[src/pkg/smo_pkg.sv]
// Constants, types and helpers shared by the stack and option register block
package smo_pkg;

	// ********************************************************
	// Command codes and field layout
	// ********************************************************
	localparam logic [7:0] SMO_CMD_STACK     = 8'hEC;
	localparam logic [7:0] SMO_CMD_MISC      = 8'hED;
	localparam int         SMO_POS_PEC       = 15;
	localparam int         SMO_POS_RST_SHDN  = 14;
	localparam int         SMO_POS_RST_FLT   = 13;
	localparam int         SMO_POS_PIN_FN    = 12;
	localparam int         SMO_POS_PULLUP_N  = 3;
	localparam int         SMO_POS_DECAY     = 2;
	localparam int         SMO_POS_RES_HI    = 1;
	localparam int         SMO_POS_RES_LO    = 0;

	// ********************************************************
	// Values and reset contents
	// ********************************************************
	localparam logic [7:0]  SMO_RSVD_HI      = 8'h00;
	localparam logic [3:0]  SMO_MASTER_POS   = 4'h0;
	localparam logic [3:0]  SMO_STACK_ALONE  = 4'h0;
	localparam logic [15:0] SMO_STACK_MAX    = 16'h0003;
	localparam logic [3:0]  SMO_STACK_RST    = 4'h0;
	localparam logic [15:0] SMO_MISC_RST     = 16'h0000;
	localparam logic [7:0]  SMO_PEC_POLY     = 8'h07;
	localparam logic [7:0]  SMO_PEC_INIT     = 8'h00;
	localparam logic [3:0]  SMO_BIT_ACK      = 4'h8;
	localparam logic [3:0]  SMO_BIT_LAST     = 4'h7;
	localparam logic [3:0]  SMO_FCNT_MAX     = 4'hF;
	localparam logic [3:0]  SMO_RES_12       = 4'hC;
	localparam logic [3:0]  SMO_RES_10       = 4'hA;
	localparam logic [3:0]  SMO_RES_8        = 4'h8;
	localparam logic [3:0]  SMO_RES_6        = 4'h6;

	// ********************************************************
	// Types
	// ********************************************************
	typedef struct packed {
		logic [3:0]  nvm_stack;
		logic [3:0]  pin_stack;
		logic        stack_from_pins;
		logic [15:0] nvm_misc;
	} smo_boot_t;

	typedef struct packed {
		logic       start;
		logic       stop;
		logic       rx_valid;
		logic [7:0] rx_byte;
		logic       tx_done;
		logic       tx_nack;
	} smo_bus_ev_t;

	typedef enum logic [9:0] {
		SMO_IDLE = 10'h001,
		SMO_ADDR = 10'h002,
		SMO_CMD  = 10'h004,
		SMO_WLO  = 10'h008,
		SMO_WHI  = 10'h010,
		SMO_WPEC = 10'h020,
		SMO_RLO  = 10'h040,
		SMO_RHI  = 10'h080,
		SMO_RPEC = 10'h100,
		SMO_SKIP = 10'h200
	} smo_state_t;

	// ********************************************************
	// Helpers
	// ********************************************************
	function automatic logic [7:0] smo_crc8(input logic [7:0] crc,
						input logic [7:0] data);
		logic [7:0] c;
		c = crc ^ data;
		for (int i = 0; i < 8; i++) begin
			c = c[7] ? ({c[6:0], 1'b0} ^ SMO_PEC_POLY) : {c[6:0], 1'b0};
		end
		return c;
	endfunction

	function automatic logic [3:0] smo_res_bits(input logic [1:0] code);
		logic [3:0] r;
		r = SMO_RES_12;
		unique case (code)
			2'h0: r = SMO_RES_12;
			2'h1: r = SMO_RES_10;
			2'h2: r = SMO_RES_8;
			2'h3: r = SMO_RES_6;
		endcase
		return r;
	endfunction

endpackage

[src/verilog/smo_bit_engine.sv]
// Bus bit engine: pin sampling, start/stop detection, byte shifting
`timescale 1ns/1ps
`default_nettype none
module smo_bit_engine
	import smo_pkg::*;
(
	input  wire logic        clk,
	input  wire logic        rst_n,
	input  wire logic        scl_i,
	input  wire logic        sda_i,
	input  wire logic        ack_en,
	input  wire logic        tx_en,
	input  wire logic [7:0]  tx_byte,
	output smo_bus_ev_t      ev,
	output logic             sda_o,
	output logic             sda_oe
);

	// ********************************************************
	// Pin synchronisers
	// ********************************************************
	logic       scl_m_r, scl_s_r, scl_d_r;
	logic       sda_m_r, sda_s_r, sda_d_r;
	logic [3:0] cnt_r;
	logic [7:0] shift_r;
	logic       active_r;
	logic       tx_q_r;
	logic       scl_rise, scl_fall, bus_start, bus_stop;

	always_ff @(posedge clk) begin
		if (!rst_n) begin
			{scl_m_r, scl_s_r, scl_d_r} <= 3'h7;
			{sda_m_r, sda_s_r, sda_d_r} <= 3'h7;
		end else begin
			{scl_m_r, scl_s_r, scl_d_r} <= {scl_i, scl_m_r, scl_s_r};
			{sda_m_r, sda_s_r, sda_d_r} <= {sda_i, sda_m_r, sda_s_r};
		end
	end

	assign scl_rise  = scl_s_r & ~scl_d_r;
	assign scl_fall  = ~scl_s_r & scl_d_r;
	assign bus_start = scl_s_r & scl_d_r & sda_d_r & ~sda_s_r;
	assign bus_stop  = scl_s_r & scl_d_r & ~sda_d_r & sda_s_r;

	// ********************************************************
	// Byte engine
	// ********************************************************
	// Direction is latched at the first bit so a late tx_en change
	// from the protocol layer cannot corrupt the ack slot.
	always_ff @(posedge clk) begin
		if (!rst_n) begin
			ev       <= '0;
			cnt_r    <= 4'h0;
			shift_r  <= 8'h00;
			active_r <= 1'b0;
			tx_q_r   <= 1'b0;
			sda_oe   <= 1'b0;
			sda_o    <= 1'b0;
		end else begin
			ev.start    <= 1'b0;
			ev.stop     <= 1'b0;
			ev.rx_valid <= 1'b0;
			ev.tx_done  <= 1'b0;
			sda_o       <= 1'b0;
			if (bus_start) begin
				cnt_r    <= 4'h0;
				active_r <= 1'b1;
				tx_q_r   <= 1'b0;
				sda_oe   <= 1'b0;
				ev.start <= 1'b1;
			end else if (bus_stop) begin
				active_r <= 1'b0;
				sda_oe   <= 1'b0;
				ev.stop  <= 1'b1;
			end else if (active_r && scl_rise) begin
				if (cnt_r == SMO_BIT_ACK) begin
					cnt_r <= 4'h0;
					if (tx_q_r) begin
						ev.tx_done <= 1'b1;
						ev.tx_nack <= sda_s_r;
					end
				end else begin
					shift_r <= {shift_r[6:0], sda_s_r};
					cnt_r   <= cnt_r + 4'h1;
					if (cnt_r == SMO_BIT_LAST && !tx_q_r) begin
						ev.rx_valid <= 1'b1;
						ev.rx_byte  <= {shift_r[6:0], sda_s_r};
					end
				end
			end else if (active_r && scl_fall) begin
				if (cnt_r == SMO_BIT_ACK) begin
					sda_oe <= ~tx_q_r & ack_en;
				end else if (cnt_r == 4'h0) begin
					tx_q_r <= tx_en;
					sda_oe <= tx_en & ~tx_byte[7];
				end else begin
					sda_oe <= tx_q_r & ~tx_byte[3'(SMO_BIT_LAST - cnt_r)];
				end
			end
		end
	end

endmodule
`default_nettype wire

[src/verilog/smo_regs.sv]
// Stack configuration and miscellaneous option registers with bus slave
//
// Overview of operation
// Stack word upper byte reads zero, read-only
// Master position bits read-only, read zero
// Last position codes zero to three valid
// Invalid stack write rejected, data fault flagged
// Stand-alone power-up keeps back-channel pins disabled
// Later multi-phase write waits for next power-up
// Multi-phase power-up accepts live stack changes
// Host clears override, stores, cycles supply
// Override selects pin or stored stack value
// Required error byte missing gives communication fault
// Shutdown reload of boot voltage when enabled
// Fault retry restart reload when enabled
// Pin function: power good or reset
// Reset mode pull-up set by bit three
// Clean cycle decrements or clears fault counter
// Resolution code selects twelve to six bits
// Host writes zero to reserved option bits
// Word access, on-the-fly update, store back-up
// Reads return last accepted; rejects change nothing
`timescale 1ns/1ps
`default_nettype none
module smo_regs
	import smo_pkg::*;
(
	input  wire logic        clk,
	input  wire logic        rst_n,
	input  wire logic        scl_i,
	input  wire logic        sda_i,
	output logic             sda_o,
	output logic             sda_oe,
	input  wire logic [6:0]  dev_addr,
	input  wire smo_boot_t   boot,
	input  wire logic        powerup_load,
	input  wire logic        restore_load,
	input  wire logic        conversion_enabled,
	input  wire logic        shutdown_ctrl,
	input  wire logic        fault_restart,
	input  wire logic        retry_after_fault,
	input  wire logic        power_good_in,
	input  wire logic        fault_event,
	input  wire logic        clean_cycle,
	output logic [3:0]       last_stack_position,
	output logic [15:0]      miscellaneous_options,
	output logic             backchannel_enable,
	output logic [3:0]       active_last_position,
	output logic             reload_boot_voltage,
	output logic             good_or_reset_pin_o,
	output logic             good_or_reset_pin_oe,
	output logic             good_or_reset_pullup_en,
	output logic             good_or_reset_is_reset,
	output logic [3:0]       fault_count,
	output logic [3:0]       telemetry_resolution,
	output logic             status_data_fault,
	output logic             status_comm_fault,
	output logic             nvm_misc_write
);

	// ********************************************************
	// Declarations
	// ********************************************************
	smo_bus_ev_t ev;
	smo_state_t  state_r;
	logic [7:0]  cmd_r, crc_r, lo_r, tx_byte_r;
	logic [15:0] wr_word_r, misc_r, rd_word;
	logic [3:0]  stack_r, active_r, fcnt_r, res_r;
	logic        ack_en_r, tx_en_r, rs_r, pec_seen_r, word_rx_r;
	logic        bc_en_r, reload_r, pin_oe_r, pullup_r, pin_rst_r;
	logic        data_fault_r, comm_fault_r, nvm_wr_r;
	logic        write_end, comm_bad, cmd_stack, stack_bad;
	logic [3:0]  boot_stack;

	smo_bit_engine smo_bit_engine_inst (
		.clk     (clk),
		.rst_n   (rst_n),
		.scl_i   (scl_i),
		.sda_i   (sda_i),
		.ack_en  (ack_en_r),
		.tx_en   (tx_en_r),
		.tx_byte (tx_byte_r),
		.ev      (ev),
		.sda_o   (sda_o),
		.sda_oe  (sda_oe)
	);

	assign cmd_stack = (cmd_r == SMO_CMD_STACK);
	// Fixed upper byte and position
	// Master position reads zero
	assign rd_word   = cmd_stack ? {SMO_RSVD_HI, SMO_MASTER_POS, stack_r}
				 : misc_r;
	assign write_end = ev.stop && word_rx_r;
	// Missing error byte check
	assign comm_bad  = pec_seen_r ? (crc_r != SMO_PEC_INIT)
				  : misc_r[SMO_POS_PEC];
	// Valid code range
	// Writes during conversion are refused: the stack is read-only then.
	assign stack_bad = (wr_word_r > SMO_STACK_MAX) || conversion_enabled;
	// Source selected by override
	assign boot_stack = boot.stack_from_pins ? boot.pin_stack
						 : boot.nvm_stack;

	// ********************************************************
	// Transaction sequencer
	// ********************************************************
	// Word-wide write and read sequencing
	always_ff @(posedge clk) begin
		if (!rst_n) begin
			state_r    <= SMO_IDLE;
			cmd_r      <= 8'h00;
			crc_r      <= SMO_PEC_INIT;
			lo_r       <= 8'h00;
			wr_word_r  <= 16'h0000;
			tx_byte_r  <= 8'hFF;
			ack_en_r   <= 1'b0;
			tx_en_r    <= 1'b0;
			rs_r       <= 1'b0;
			pec_seen_r <= 1'b0;
			word_rx_r  <= 1'b0;
		end else if (ev.start) begin
			rs_r    <= (state_r == SMO_WLO);
			ack_en_r <= 1'b0;
			tx_en_r <= 1'b0;
			state_r <= SMO_ADDR;
			if (state_r != SMO_WLO) begin
				crc_r      <= SMO_PEC_INIT;
				pec_seen_r <= 1'b0;
				word_rx_r  <= 1'b0;
			end
		end else if (ev.stop) begin
			state_r  <= SMO_IDLE;
			ack_en_r <= 1'b0;
			tx_en_r  <= 1'b0;
			word_rx_r <= 1'b0;
			pec_seen_r <= 1'b0;
		end else if (ev.rx_valid) begin
			crc_r    <= smo_crc8(crc_r, ev.rx_byte);
			ack_en_r <= 1'b1;
			unique case (state_r)
				SMO_ADDR: begin
					if (ev.rx_byte[7:1] != dev_addr) begin
						ack_en_r <= 1'b0;
						state_r  <= SMO_SKIP;
					end else if (!ev.rx_byte[0]) begin
						state_r <= SMO_CMD;
					end else if (rs_r) begin
						tx_en_r   <= 1'b1;
						tx_byte_r <= rd_word[7:0];
						state_r   <= SMO_RLO;
					end else begin
						ack_en_r <= 1'b0;
						state_r  <= SMO_SKIP;
					end
				end
				SMO_CMD: begin
					cmd_r <= ev.rx_byte;
					if (ev.rx_byte == SMO_CMD_STACK ||
					    ev.rx_byte == SMO_CMD_MISC) begin
						state_r <= SMO_WLO;
					end else begin
						ack_en_r <= 1'b0;
						state_r  <= SMO_SKIP;
					end
				end
				SMO_WLO: begin
					lo_r    <= ev.rx_byte;
					state_r <= SMO_WHI;
				end
				SMO_WHI: begin
					wr_word_r <= {ev.rx_byte, lo_r};
					word_rx_r <= 1'b1;
					state_r   <= SMO_WPEC;
				end
				SMO_WPEC: begin
					pec_seen_r <= 1'b1;
					state_r    <= SMO_SKIP;
				end
				default: begin
					ack_en_r <= 1'b0;
					state_r  <= SMO_SKIP;
				end
			endcase
		end else if (ev.tx_done) begin
			crc_r <= smo_crc8(crc_r, tx_byte_r);
			if (ev.tx_nack || state_r == SMO_RPEC) begin
				tx_en_r <= 1'b0;
				state_r <= SMO_SKIP;
			end else if (state_r == SMO_RLO) begin
				tx_byte_r <= rd_word[15:8];
				state_r   <= SMO_RHI;
			end else begin
				tx_byte_r <= smo_crc8(crc_r, tx_byte_r);
				state_r   <= SMO_RPEC;
			end
		end
	end

	// ********************************************************
	// Register storage and reload
	// ********************************************************
	always_ff @(posedge clk) begin
		if (!rst_n) begin
			stack_r      <= SMO_STACK_RST;
			misc_r       <= SMO_MISC_RST;
			data_fault_r <= 1'b0;
			comm_fault_r <= 1'b0;
			nvm_wr_r     <= 1'b0;
		end else begin
			data_fault_r <= 1'b0;
			comm_fault_r <= 1'b0;
			nvm_wr_r     <= 1'b0;
			if (powerup_load || restore_load) begin
				// Reload stack source
				stack_r <= boot_stack;
				misc_r  <= boot.nvm_misc;
			end else if (write_end) begin
				// Rejected writes leave contents
				if (comm_bad) begin
					comm_fault_r <= 1'b1;
				end else if (cmd_stack) begin
					// Reject unsupported data
					if (stack_bad) begin
						data_fault_r <= 1'b1;
					end else begin
						stack_r <= wr_word_r[3:0];
					end
				end else begin
					// On-the-fly update, back-up
					misc_r   <= wr_word_r;
					nvm_wr_r <= 1'b1;
				end
			end
		end
	end

	// ********************************************************
	// Back-channel enable
	// ********************************************************
	// Decided only at power-up; a restore or a write cannot turn the
	// pins on, since the stack partners were not wired up at boot.
	always_ff @(posedge clk) begin
		if (!rst_n) begin
			bc_en_r  <= 1'b0;
			active_r <= SMO_STACK_ALONE;
		end else begin
			// Stand-alone boot disables pins
			// Enable waits for power-up
			if (powerup_load) begin
				bc_en_r <= (boot_stack != SMO_STACK_ALONE);
			end
			// Live changes when enabled
			active_r <= bc_en_r ? stack_r : SMO_STACK_ALONE;
		end
	end

	// ********************************************************
	// Option effects
	// ********************************************************
	always_ff @(posedge clk) begin
		if (!rst_n) begin
			reload_r  <= 1'b0;
			pin_oe_r  <= 1'b1;
			pullup_r  <= 1'b0;
			pin_rst_r <= 1'b0;
			res_r     <= SMO_RES_12;
		end else begin
			// Shutdown reload
			// Fault restart reload
			reload_r  <= (shutdown_ctrl && misc_r[SMO_POS_RST_SHDN]) ||
				     (fault_restart && retry_after_fault &&
				      misc_r[SMO_POS_RST_FLT]);
			// Open-drain low while power not good
			pin_oe_r  <= ~power_good_in;
			pin_rst_r <= misc_r[SMO_POS_PIN_FN];
			// Pull-up only in reset mode
			pullup_r  <= misc_r[SMO_POS_PIN_FN] &
				     ~misc_r[SMO_POS_PULLUP_N];
			// Resolution decode
			res_r     <= smo_res_bits(misc_r[SMO_POS_RES_HI:SMO_POS_RES_LO]);
		end
	end

	// Fault counter decay
	always_ff @(posedge clk) begin
		if (!rst_n) begin
			fcnt_r <= 4'h0;
		end else if (fault_event) begin
			if (fcnt_r != SMO_FCNT_MAX) begin
				fcnt_r <= fcnt_r + 4'h1;
			end
		end else if (clean_cycle) begin
			if (misc_r[SMO_POS_DECAY]) begin
				fcnt_r <= 4'h0;
			end else if (fcnt_r != 4'h0) begin
				fcnt_r <= fcnt_r - 4'h1;
			end
		end
	end

	assign last_stack_position     = stack_r;
	assign miscellaneous_options   = misc_r;
	assign backchannel_enable      = bc_en_r;
	assign active_last_position    = active_r;
	assign reload_boot_voltage     = reload_r;
	assign good_or_reset_pin_o     = 1'b0;
	assign good_or_reset_pin_oe    = pin_oe_r;
	assign good_or_reset_pullup_en = pullup_r;
	assign good_or_reset_is_reset  = pin_rst_r;
	assign fault_count             = fcnt_r;
	assign telemetry_resolution    = res_r;
	assign status_data_fault       = data_fault_r;
	assign status_comm_fault       = comm_fault_r;
	assign nvm_misc_write          = nvm_wr_r;

	// ********************************************************
	// Checks
	// ********************************************************
	stack_hi_zero_a: assert property (@(posedge clk) disable iff (!rst_n)
		(state_r == SMO_RHI && cmd_stack) |-> tx_byte_r == 8'h00)
		else $error("stack upper byte not zero");
	master_pos_a: assert property (@(posedge clk) disable iff (!rst_n)
		(state_r == SMO_RLO && cmd_stack) |-> tx_byte_r[7:4] == 4'h0)
		else $error("master position not zero");
	stack_range_a: assert property (@(posedge clk) disable iff (!rst_n)
		!$past(powerup_load) && !$past(restore_load) |-> stack_r <= 4'h3)
		else $error("stack code out of range");
	bad_stack_a: assert property (@(posedge clk) disable iff (!rst_n)
		(write_end && !comm_bad && cmd_stack && stack_bad &&
		 !powerup_load && !restore_load)
		|=> status_data_fault && $stable(stack_r))
		else $error("invalid stack write not rejected");
	alone_boot_a: assert property (@(posedge clk) disable iff (!rst_n)
		(powerup_load && boot_stack == 4'h0) |=> !bc_en_r [*3])
		else $error("back-channel enabled after stand-alone boot");
	late_enable_a: assert property (@(posedge clk) disable iff (!rst_n)
		(!bc_en_r && !powerup_load) |=> !bc_en_r)
		else $error("back-channel enabled without power-up");
	live_stack_a: assert property (@(posedge clk) disable iff (!rst_n)
		$past(bc_en_r) |-> active_r == $past(stack_r))
		else $error("live stack change not followed");
	pec_req_a: assert property (@(posedge clk) disable iff (!rst_n)
		(write_end && !pec_seen_r && misc_r[15] && !powerup_load &&
		 !restore_load) |=> status_comm_fault && $stable(misc_r))
		else $error("missing error byte accepted");
	boot_reload_a: assert property (@(posedge clk) disable iff (!rst_n)
		(shutdown_ctrl && misc_r[14]) |=> reload_boot_voltage)
		else $error("no boot reload on shutdown");
	pullup_a: assert property (@(posedge clk) disable iff (!rst_n)
		##1 good_or_reset_pullup_en == ($past(misc_r[12]) &&
						!$past(misc_r[3])))
		else $error("pull-up control wrong");
	decay_clear_a: assert property (@(posedge clk) disable iff (!rst_n)
		(clean_cycle && !fault_event && misc_r[2]) |=> fault_count == 4'h0)
		else $error("fault counter not cleared");
	misc_store_a: assert property (@(posedge clk) disable iff (!rst_n)
		(write_end && !comm_bad && !cmd_stack && !powerup_load &&
		 !restore_load) |=> nvm_misc_write && misc_r == $past(wr_word_r))
		else $error("option write not applied");

endmodule
`default_nettype wire

[config.mk]
export PLATFORM = sky130hd
export DESIGN_NAME = smo_regs
export DESIGN_NICKNAME = d
export VERILOG_FILES = /design/src/pkg/smo_pkg.sv /design/src/verilog/smo_bit_engine.sv /design/src/verilog/smo_regs.sv
export SDC_FILE = /design/constraint.sdc
export NUM_CORES = 1
export LEC_CHECK = 0
export BUFFER_PORTS_ARGS = -buffer_cell sky130_fd_sc_hd__buf_2
export CAP_MARGIN = 20
export CORE_UTILIZATION = 44
export DETAILED_ROUTE_END_ITERATION = 10
export HOLD_SLACK_MARGIN = 0.12
export SYNTH_ARGS = -nofsm -noshare
export SYNTH_HDL_FRONTEND = slang
export SYNTH_HIERARCHICAL = 1
export SYNTH_SLANG_ARGS = --single-unit
[constraint.sdc]
create_clock -name clk -period 2 [get_ports clk]
set_input_delay 0.1 -clock clk [delete_from_list [all_inputs] [get_ports clk]]
set_output_delay 0.1 -clock clk [all_outputs]
set_load 0.05 [all_outputs]
==> results of run 1 <==
## worst max-delay path by stage
| stage | slack (ns) | endpoint | cells past startpoint |
|---|---|---|---|
| floorplan | 0.17 | tx_byte_r[0]$_SDFFE_PN1P_ | 7 |
| global placement | -0.02 | tx_byte_r[5]$_SDFFE_PN1P_ | 5 |
| detailed placement | -0.06 | tx_byte_r[5]$_SDFFE_PN1P_ | 5 |
| CTS | 0.01 | tx_byte_r[4]$_SDFFE_PN1P_ | 5 |
| global route | -0.01 | tx_byte_r[7]$_SDFFE_PN1P_ | 6 |
| finish | 0.08 | tx_byte_r[5]$_SDFFE_PN1P_ | 5 |
## kinds of logic (layout without fill, tap and decap cells)
kind of cell / after synthesis / after routing / share of synthesized area [%]
multiplexers: 46 / 46 / 7.48
AND/OR/NAND/NOR: 270 / 270 / 21.6
XOR/XNOR: 46 / 46 / 7.71
other: 2 / 3 / 0.114
adder cells (fa/ha/maj): 8 / 8 / 1.52
flip-flops: 135 / 135 / 40.9
buffers and inverters: 64 / 210 / 4.79
AO/OA/AOI/OAI: 162 / 162 / 15.9
## worst max-delay path: stages (launching register included)
cell	delay [ns]
sky130_fd_sc_hd__dfxtp_2	0.41
sky130_fd_sc_hd__xnor3_1	0.51
sky130_fd_sc_hd__xor2_2	0.30
sky130_fd_sc_hd__mux2i_1	0.15
sky130_fd_sc_hd__a2111oi_2	0.37
sky130_fd_sc_hd__a31oi_1	0.07
## layer usage
metal	wire length [um]	vias up
li1	-	2871
met1	8380	2802
met2	8760	177
met3	1110	31
met4	292	0
met5	0	-
## what timing repair did
action	in CTS	in global routing
buffers inserted	0	1
pin swaps	0	1
hold endpoints to repair	32	0
endpoints found under the setup margin	1	19
gates resized for setup	2	14
hold buffers	31	0
## through the flow
step                setup WS [ns]  hold slack, ns
floorplan                   0.169           0.170
global placement          -0.0209           0.267
detailed placement        -0.0638           0.269
CTS                        0.0136           0.127
global route              -0.0107           0.182
finish                     0.0754           0.137
## Yosys cell counts, types with 4 or more instances
library cell / count / area (sq um)
sky130_fd_sc_hd__a21oi_1: 65 / 325
sky130_fd_sc_hd__a311oi_1: 4 / 35.0
sky130_fd_sc_hd__a31oi_1: 9 / 56.3
sky130_fd_sc_hd__a32o_1: 9 / 90.1
sky130_fd_sc_hd__and3_1: 18 / 113
sky130_fd_sc_hd__buf_2: 6 / 30.0
sky130_fd_sc_hd__buf_6: 4 / 45.0
sky130_fd_sc_hd__clkbuf_1: 29 / 109
sky130_fd_sc_hd__dfxtp_1: 135 / 2700
sky130_fd_sc_hd__ha_1: 8 / 100
sky130_fd_sc_hd__inv_1: 18 / 67.6
sky130_fd_sc_hd__mux2i_1: 43 / 430
sky130_fd_sc_hd__nand2_1: 102 / 383
sky130_fd_sc_hd__nand2b_1: 7 / 43.8
sky130_fd_sc_hd__nand3_1: 23 / 115
sky130_fd_sc_hd__nand4b_1: 5 / 43.8
sky130_fd_sc_hd__nor2_1: 53 / 199
sky130_fd_sc_hd__nor2b_1: 5 / 31.3
sky130_fd_sc_hd__nor3_1: 9 / 45.0
sky130_fd_sc_hd__nor4_1: 7 / 43.8
sky130_fd_sc_hd__nor4_4: 5 / 106
sky130_fd_sc_hd__o21ai_0: 45 / 225
sky130_fd_sc_hd__o311ai_2: 5 / 81.3
sky130_fd_sc_hd__or2_2: 4 / 25.0
sky130_fd_sc_hd__or3_1: 5 / 31.3
sky130_fd_sc_hd__xnor2_1: 25 / 219
sky130_fd_sc_hd__xnor3_1: 5 / 113
sky130_fd_sc_hd__xor2_1: 13 / 114
## power by group through the flow
| stage | clock network, mW | registers [mW] | logic, mW |
|---|---|---|---|
| floorplan | 0 | 3.04 | 0.233 |
| global placement | 0 | 2.88 | 0.569 |
| detailed placement | 0 | 2.88 | 0.577 |
| CTS | 3.17 | 2.82 | 0.628 |
| global route | 3.29 | 2.83 | 0.684 |
| finish | 3.13 | 2.82 | 0.633 |
## registers in the layout, indices dropped and copies added (netlist names), 3 cells and up
signal                       count
miscellaneous_options           16
wr_word_r                       16
smo_bit_engine_inst/ev          13
state_r                         10
cmd_r                            8
crc_r                            8
lo_r                             8
tx_byte_r                        8
smo_bit_engine_inst/shift_r      7
active_last_position             4
fault_count                      4
last_stack_position              4
smo_bit_engine_inst/cnt_r        4
telemetry_resolution             3
## layout make-up
| class | count | share of cell area (%) |
|---|---|---|
| multi-input combinational | 535 | 43.8 |
| clock inverter | 12 | 1.70 |
| tap | 184 | 2.77 |
| sequential | 135 | 32.6 |
| timing repair buffer | 159 | 13.0 |
| clock buffer | 20 | 5.37 |
| inverter | 19 | 0.858 |
==> run_results.csv, run 1 <==
group,metric,value,unit
floorplan,fp.dieArea,15500,sq um
clocking,ctsLongestPathBuffers,2,
grt,grt_pass1_wl,30.0,mm
grt,grt_start_max_net_pins,42,
grt,grtUsageMet3,5.93,%
finish,final_layout_size_suffix_gt1_share,22.5,%
setup_path,rr_startpoint,"crc_r[5]$_SDFFE_PN0P_",
floorplan,die_height,125,um
run_status,outcome,"complete, no violations",
setup_path,critical_path_class,"flip-flop to flip-flop",
setup_path,critical_path_required,2.30,ns
grt,grt_antenna_before_repair,0,
setup_path,worst_setup_end_kind,"flip-flop",
placement,io_buffers,84,
sta,final_min_period_over_clock_period,96.2,%
worst_hold_path,worstHoldEndpoint,"last_stack_position[2]$_SDFFE_PN0P_",
floorplan,die-width,125,um
floorplan,row_count,44,
worst_hold_path,hold_depth,4,
run,maxCapViolations,0,
routing,detailedRoute.firstPassIterationCount,5,
routing,remaining_drc_errors,0,
power_and_ir_drop,power.density_cell_area,792,nW/um^2
finish,finalCoreUtilization,57.0,%
power_and_ir_drop,combinationalPowerShare,9.6,%
finish,highest_count_cells_in_the_layout_ignoring_fill_and_taps,"sky130_fd_sc_hd__dfxtp_1 (132), sky130_fd_sc_hd__nand2_1 (102), sky130_fd_sc_hd__buf_2 (84)",
grt,met2_usage,39.4,%
floorplan,floorplan.initialDensity,45.3,%
placement,cell_area_after_placement,7350,sq um
logic_synthesis,synth_enable_flop_cells,0,
clocking,cts_inserted_buffers,17,
clocking,path_clk_slew,0.06,ns
setup_path,start_kind,"flip-flop",
logic_synthesis,synthArstFlopShare,0,%
finish,mostFrequentLayoutCell,"sky130_fd_sc_hd__dfxtp_1",
finish,fin_nets,920,
grt,global_route.overflow_total,0,
clocking,tritoncts_clock_tree,"done",
routing,ant_nets,0,
grt,vias_in_the_first_global_route,5679,
finish,multi_input_area,3640,sq um
clocking,clkLatencyLatePin,0.43,ns
sta,timing.fmax,520,MHz
sta,fin_crit,1.92,ns
sta,tns,0,ns
setup_path,critical_path_peak_fanout,5,
power_and_ir_drop,power.total,6.59,mW
placement,dp.final_hpwl,13.4,mm
grt,gr-max-usage-layer,"met2",
setup_path,worst_setup_path_startpoint,"crc_r[5]$_SDFFE_PN0P_",
floorplan,core-area,14600,sq um
power_and_ir_drop,seq_pwr_share,42.8,%
sta,fin_skew,0.00654,ns
routing,route.detailed.wl_per_inst,17.4,um
setup_path,r2r.worst_path.cells,5,
logic_synthesis,synth_flop_cell,"sky130_fd_sc_hd__dfxtp_1",
grt,grt_usage,24.5,%
routing,via_per_inst,5.53,
routing,via_count_of_the_routed_design,5881,
setup_path,setup.reg_to_reg.worst_slack,0.08,ns
worst_hold_path,hp-start,"boot[23]",
floorplan,ios,88,
routing,wirelength_routed,18.5,mm
clocking,ctsRootBufferMaster,"sky130_fd_sc_hd__clkbuf_16",
logic_synthesis,synth-seq-cells,135,
sta,max-slew-margin-rel,63.2,%
power_and_ir_drop,switchingPower,1.73,mW
logic_synthesis,mappedNetlistArea,6610,sq um
logic_synthesis,yosysUniqueCellTypes,72,
sta,hold_viol,0,
power_and_ir_drop,switch_share,26.3,%
setup_path,timing.critical_path.arrival,2.23,ns
placement,routabilityCongestion,0.903,
finish,diodes,0,
placement,placed_cells,1000,
power_and_ir_drop,cellLeakagePower,3.39,nW
logic_synthesis,syn_inst,733,
setup_path,reg2reg_to,"tx_byte_r[5]$_SDFFE_PN1P_",
finish,finalInstanceArea,8310,sq um
finish,sequential_cell_area,2710,sq um
logic_synthesis,post_synth.cell_area_avg,9.01,sq um
finish,stdcell_count,1064,
grt,globalRouteMet1Util,32.2,%
power_and_ir_drop,cellInternalPower,4.85,mW
power_and_ir_drop,clkPwrFrac,47.5,%
clocking,h-tree-depth,4,
power_and_ir_drop,vdd.ir_drop.worst,0.000651,V
clocking,tritoncts_num_sinks,135,
logic_synthesis,synth_sequential_area_ratio,40.9,%
logic_synthesis,ys.warnings.count,6,
worst_hold_path,hold_path.class,"input port to flip-flop",
sta,setup_violations,0,
sta,worst_pin_slew,0.549,ns
sta,final_max_slew_viol_count,0,
routing,count_of_routing_violations_after_the_opening_detailed_route_iteration,454,
finish,n_fill_cell,1325,
finish,layout-area-overhead-vs-synth,25.9,%
No activity file was read; power rests on OpenSTA's default activity.
==> run 2: changes to the inputs <==
- GPL_TIMING_DRIVEN: default -> 0
==> run 2 against run 1 <==
Fmax fell by 2.4%. Final cell count up 0.38%. Core utilization increased by 0.63 points. Sequential share of layout area about the same. Highest routed layer unchanged.
==> run_results.csv, run 2 (synthesis gave the netlist of run 1 again) <==
group,metric,value,unit
run_status,outcome,"complete, no violations",
setup_path,worst_setup_end_kind,"flip-flop",
setup_path,critPathMaxStageDelay,0.50,ns
finish,mostFrequentLayoutCell,"sky130_fd_sc_hd__dfxtp_1",
worst_hold_path,hold_path.class,"input port to flip-flop",
finish,finalCoreUtilization,57.6,%
sta,setup_violations,0,
power_and_ir_drop,clkPwrFrac,48.2,%
power_and_ir_drop,vdd.ir_drop.worst,0.000652,V
clocking,cts_inserted_buffers,17,
setup_path,critical_path_class,"flip-flop to flip-flop",
sta,fin_skew,0.00811,ns
grt,vias_in_the_first_global_route,5726,
finish,highest_count_cells_in_the_layout_ignoring_fill_and_taps,"sky130_fd_sc_hd__dfxtp_1 (117), sky130_fd_sc_hd__nand2_1 (102), sky130_fd_sc_hd__buf_2 (85)",
floorplan,row_count,44,
clocking,h-tree-depth,4,
floorplan,ios,88,
grt,grt_usage,25.1,%
sta,worst_pin_slew,0.727,ns
sta,grt_setup_unrepaired,"yes",
run,maxCapViolations,0,
finish,fin_nets,924,
setup_path,timing.critical_path.arrival,2.30,ns
grt,grt_antenna_before_repair,0,
floorplan,die_height,125,um
routing,detailedRoute.firstPassIterationCount,5,
sta,fin_crit,1.97,ns
finish,final_layout_size_suffix_gt1_share,23.1,%
placement,routabilityCongestion,0.867,
clocking,ctsLongestPathBuffers,2,
floorplan,fp.dieArea,15500,sq um
routing,wirelength_routed,19.4,mm
power_and_ir_drop,power.density_cell_area,794,nW/um^2
placement,cell_area_after_placement,7250,sq um
routing,count_of_routing_violations_after_the_opening_detailed_route_iteration,448,
clocking,tritoncts_clock_tree,"done",
grt,global_route.overflow_total,0,
sta,final_min_period_over_clock_period,98.6,%
floorplan,die-width,125,um
clocking,ctsRootBufferMaster,"sky130_fd_sc_hd__clkbuf_16",
setup_path,critical_path_required,2.33,ns
grt,grt_start_max_net_pins,17,
sta,timing.fmax,507,MHz
sta,final_max_slew_viol_count,0,
power_and_ir_drop,cellLeakagePower,3.35,nW
clocking,clkLatencyLatePin,0.42,ns
placement,detailedPlace.worstSlack,-0.234,ns
routing,ant_nets,0,
power_and_ir_drop,seq_pwr_share,42.3,%
power_and_ir_drop,combinationalPowerShare,9.4,%
sta,hold_viol,0,
sta,timing.hold.ws,0.136,ns
floorplan,core-area,14600,sq um
grt,grt_pass1_wl,30.5,mm
placement,io_buffers,82,
setup_path,critical_path.cell_chain,"xor2_1 -> nor4_4 -> a32oi_4 -> or2_1 -> buf_6 -> o311ai_4",
setup_path,start_kind,"flip-flop",
setup_path,worst_path_max_delay_cell,"sky130_fd_sc_hd__dfxtp_2",
setup_path,critical_path_peak_fanout,8,
sta,setup_slack,0.0279,ns
sta,max-slew-margin-rel,51.6,%
clocking,path_clk_slew,0.06,ns
placement,dp.final_hpwl,13.6,mm
routing,via_count_of_the_routed_design,5944,
routing,route.detailed.wl_per_inst,18.2,um
finish,layout-area-overhead-vs-synth,27.3,%
finish,finalInstanceArea,8410,sq um
power_and_ir_drop,switchingPower,1.69,mW
routing,remaining_drc_errors,0,
floorplan,floorplan.initialDensity,45.3,%
power_and_ir_drop,switch_share,25.4,%
clocking,tritoncts_num_sinks,135,
routing,via_per_inst,5.57,
finish,diodes,0,
power_and_ir_drop,cellInternalPower,4.98,mW
run 2: stage by stage:
| step | setup TNS, ns | total power [mW] | std cells |
|---|---|---|---|
| after floorplan | 0 | 3.28 | 734 |
| after global placement | -2.63 | 3.45 | 1000 |
| after detailed placement | -2.77 | 3.46 | 1000 |
| after CTS | 0 | 6.71 | 1065 |
| after global routing | -0.805 | 6.88 | 1068 |
| final | 0 | 6.68 | 1068 |
run 2: power by group through the flow:
stage	Clock (mW)	Sequential [mW]	Combinational, mW
CTS	3.26	2.83	0.621
finish	3.22	2.83	0.631
global placement	0	2.88	0.562
detailed placement	0	2.89	0.572
global route	3.37	2.84	0.673
floorplan	0	3.04	0.233
run 2: layer usage:
metal	share of wire, %	vias up	global-route usage, %	routed length (um)
met5	0	-	0	0
met4	2.2	0	9.43	419
met3	4.6	38	4.90	902
met2	46	170	39.1	8990
li1	-	2889	-	-
met1	47	2847	34.4	9140
run 2: final cells by class:
class                   instances  area, sq um
plain buffers                  42          250
clock buffers                  21          460
clock inverters                11          149
fillers                      1287         6180
inverters                      19         71.3
multi-input cells             535         3740
flip-flops and latches        135         2730
well taps                     184          230
repair buffers                121          773
run 2: worst max-delay path, delay by kind of cell, from the launching register on:
kind            cells  cell delay (ns)
simple gates        2             0.59
flops               1             0.50
compound gates      2             0.48
xor+xnor            1             0.15
buf+inv             1             0.15
run 2: path summary, 6_finish.rpt:
| path | slack (ns) | endpoint | depth (start not counted) | start |
|---|---|---|---|---|
| worst min-delay path | 0.14 | fault_count[3]$_SDFFE_PN0P_ | 4 | clean_cycle |
| worst max register to register | 0.03 | tx_byte_r[1]$_SDFFE_PN1P_ | 6 | smo_bit_engine_inst/ev[8]$_SDFFE_PN0P_ |
| worst max-delay path | 0.03 | tx_byte_r[1]$_SDFFE_PN1P_ | 6 | smo_bit_engine_inst/ev[8]$_SDFFE_PN0P_ |
| worst min register to register | 0.41 | smo_bit_engine_inst/scl_s_r$_SDFF_PN1_ | 1 | smo_bit_engine_inst/scl_m_r$_SDFF_PN1_ |
run 2: what timing repair did:
action / CTS / global route
pin swaps: 7 / 10
buffers inserted: 6 / 5
setup endpoints to repair: 37 / 46
hold buffers: 28 / 0
resized for setup: 19 / 45
cloned: 0 / 0
endpoints found under the hold margin: 29 / 0
==> run 3: changes to the inputs <==
- CORE_UTILIZATION: 44 -> 35
==> run 3 against run 2 <==
Combinational power increased by 0.8%. First-iteration DRC count is 10% lower. Power is 0.47% higher. Worst hold slack lost 0.0011 ns. Die area increased by 25%. Sequential power about the same. Wire length shrank 1.5%. Highest routed layer unchanged. Register-to-register slack hardly changed. Non-clock buffer count increased by 5. Flip-flop and latch count did not move. Critical path depth is 1 lower. Global-route usage shrank 5.0 points.
==> run_results.csv, run 3 (synthesis gave the netlist of run 1 again) <==
group,metric,value,unit
run_status,outcome,"complete, no violations",
floorplan,floorplan.initialDensity,36.3,%
clocking,ctsLongestPathBuffers,2,
routing,count_of_routing_violations_after_the_opening_detailed_route_iteration,402,
power_and_ir_drop,vdd.ir_drop.worst,0.000557,V
finish,final_layout_size_suffix_gt1_share,23.2,%
clocking,h-tree-depth,4,
finish,finalInstanceArea,8520,sq um
finish,layout-area-overhead-vs-synth,28.9,%
routing,detailedRoute.firstPassIterationCount,5,
finish,stdcell_count,1117,
grt,grt_pass1_wl,30.3,mm
run,maxCapViolations,0,
grt,grt_usage,20.2,%
sta,hold_viol,0,
clocking,ctsRootBufferMaster,"sky130_fd_sc_hd__clkbuf_16",
sta,final_min_period_over_clock_period,98.5,%
setup_path,timing.critical_path.arrival,2.26,ns
finish,mostFrequentLayoutCell,"sky130_fd_sc_hd__dfxtp_1",
routing,remaining_drc_errors,0,
power_and_ir_drop,power.total,6.71,mW
floorplan,die-width,139,um
worst_hold_path,hold_path.class,"input port to flip-flop",
sta,final_max_slew_viol_count,0,
clocking,tritoncts_num_sinks,135,
sta,timing.fmax,508,MHz
grt,vias_in_the_first_global_route,5607,
routing,ant_nets,0,
grt,grt_antenna_before_repair,0,
routing,route.detailed.wl_per_inst,17.2,um
clocking,clkLatencyLatePin,0.42,ns
power_and_ir_drop,power.density_cell_area,788,nW/um^2
sta,fin_crit,1.97,ns
finish,diodes,0,
setup_path,critical_path_peak_fanout,4,
setup_path,worst_setup_end_kind,"flip-flop",
sta,max-slew-margin-rel,49.2,%
clocking,tritoncts_clock_tree,"done",
sta,worst_pin_slew,0.761,ns
clocking,cts_inserted_buffers,17,
sta,grt_setup_unrepaired,"yes",
placement,routabilityCongestion,0.855,
placement,placed_cells,1045,
floorplan,die_height,139,um
placement,cell_area_after_placement,7310,sq um
grt,grt_start_max_net_pins,17,
sta,setup_violations,0,
sta,fin_skew,0.0116,ns
power_and_ir_drop,cellLeakagePower,3.38,nW
finish,finalCoreUtilization,46.8,%
routing,wirelength_routed,19.2,mm
finish,highest_count_cells_in_the_layout_ignoring_fill_and_taps,"sky130_fd_sc_hd__dfxtp_1 (119), sky130_fd_sc_hd__nand2_1 (102), sky130_fd_sc_hd__buf_2 (85)",
clocking,path_clk_slew,0.06,ns
setup_path,start_kind,"flip-flop",
setup_path,critical_path_class,"flip-flop to flip-flop",
floorplan,core-area,18200,sq um
floorplan,ios,88,
routing,via_per_inst,5.22,
setup_path,critical_path_required,2.29,ns
sta,timing.hold.ws,0.135,ns
floorplan,row_count,49,
finish,fin_nets,929,
placement,dp.final_hpwl,13.7,mm
placement,io_buffers,82,
grt,global_route.overflow_total,0,
floorplan,fp.dieArea,19400,sq um
routing,via_count_of_the_routed_design,5830,
==> run 3: cell count changes in the layout (fill, tap and decap cells not counted), moves of 2 or more <==
cell and delta:
sky130_fd_sc_hd__nor4_2 +2, sky130_fd_sc_hd__dfxtp_1 +2, sky130_fd_sc_hd__clkinv_4 -2, sky130_fd_sc_hd__inv_6 +2, sky130_fd_sc_hd__buf_4 +4, sky130_fd_sc_hd__a2111oi_2 +2
==> run 3: stage by stage <==
stage                     setup TNS, ns  setup WS [ns]
after detailed placement          -2.51         -0.250
after global placement            -2.39         -0.231
after floorplan                       0          0.169
after CTS                        -0.103        -0.0273
final                                 0         0.0300
after global routing             -0.143        -0.0328
==> run 3: metal layers <==
| metal | up-vias | share of wire, % | GRT usage [%] |
|---|---|---|---|
| met5 | - | 0 | 0 |
| met4 | 0 | 1.9 | 7.49 |
| met3 | 23 | 4.1 | 3.79 |
| met2 | 129 | 46 | 31.5 |
| met1 | 2782 | 48 | 27.6 |
| li1 | 2896 | - | - |
==> run 3: path summary, 6_finish.rpt <==
path                                          startpoint                                      to  slack (ns)  depth (start not counted)
setup / recovery                   cmd_r[4]$_SDFFE_PN0P_     last_stack_position[1]$_SDFFE_PN0P_        0.03                          5
hold / removal                                  boot[20]     last_stack_position[3]$_SDFFE_PN0P_        0.14                          4
setup reg to reg                   cmd_r[4]$_SDFFE_PN0P_     last_stack_position[1]$_SDFFE_PN0P_        0.03                          5
hold reg to reg   smo_bit_engine_inst/scl_m_r$_SDFF_PN1_  smo_bit_engine_inst/scl_s_r$_SDFF_PN1_        0.41                          1
==> run 3: what timing repair did <==
item                                    in CTS  in global routing
endpoints found under the hold margin       28                  0
pin swaps                                    4                 18
endpoints found under the setup margin      36                 46
buffers inserted                             4                 10
hold buffers                                29                  0
gates resized for setup                     20                 37
==> run 3: layout make-up <==
| cell class | count | area, sq um |
|---|---|---|
| fill | 1687 | 9690 |
| multi-input combinational | 535 | 3760 |
| sequential | 135 | 2730 |
| timing repair buffer | 125 | 806 |
| clock buffer | 20 | 467 |
| tap | 229 | 287 |
| buffer | 43 | 254 |
| clock inverter | 11 | 146 |
| inverter | 19 | 71.3 |
==> run 3: where the power goes <==
part,leakage (nW),internal [mW],total (mW),switching (mW)
logic,1.98,0.214,0.636,0.422
clock network,0.299,2.05,3.24,1.19
registers,1.10,2.75,2.83,0.0812
==> run 3: critical path, stage by stage (launching register included) <==
cell and delay [ns]:
sky130_fd_sc_hd__dfxtp_1 0.31, sky130_fd_sc_hd__nand4b_1 0.32, sky130_fd_sc_hd__or2_2 0.43, sky130_fd_sc_hd__nor4_4 0.45, sky130_fd_sc_hd__mux2i_1 0.26, sky130_fd_sc_hd__a21oi_1 0.08
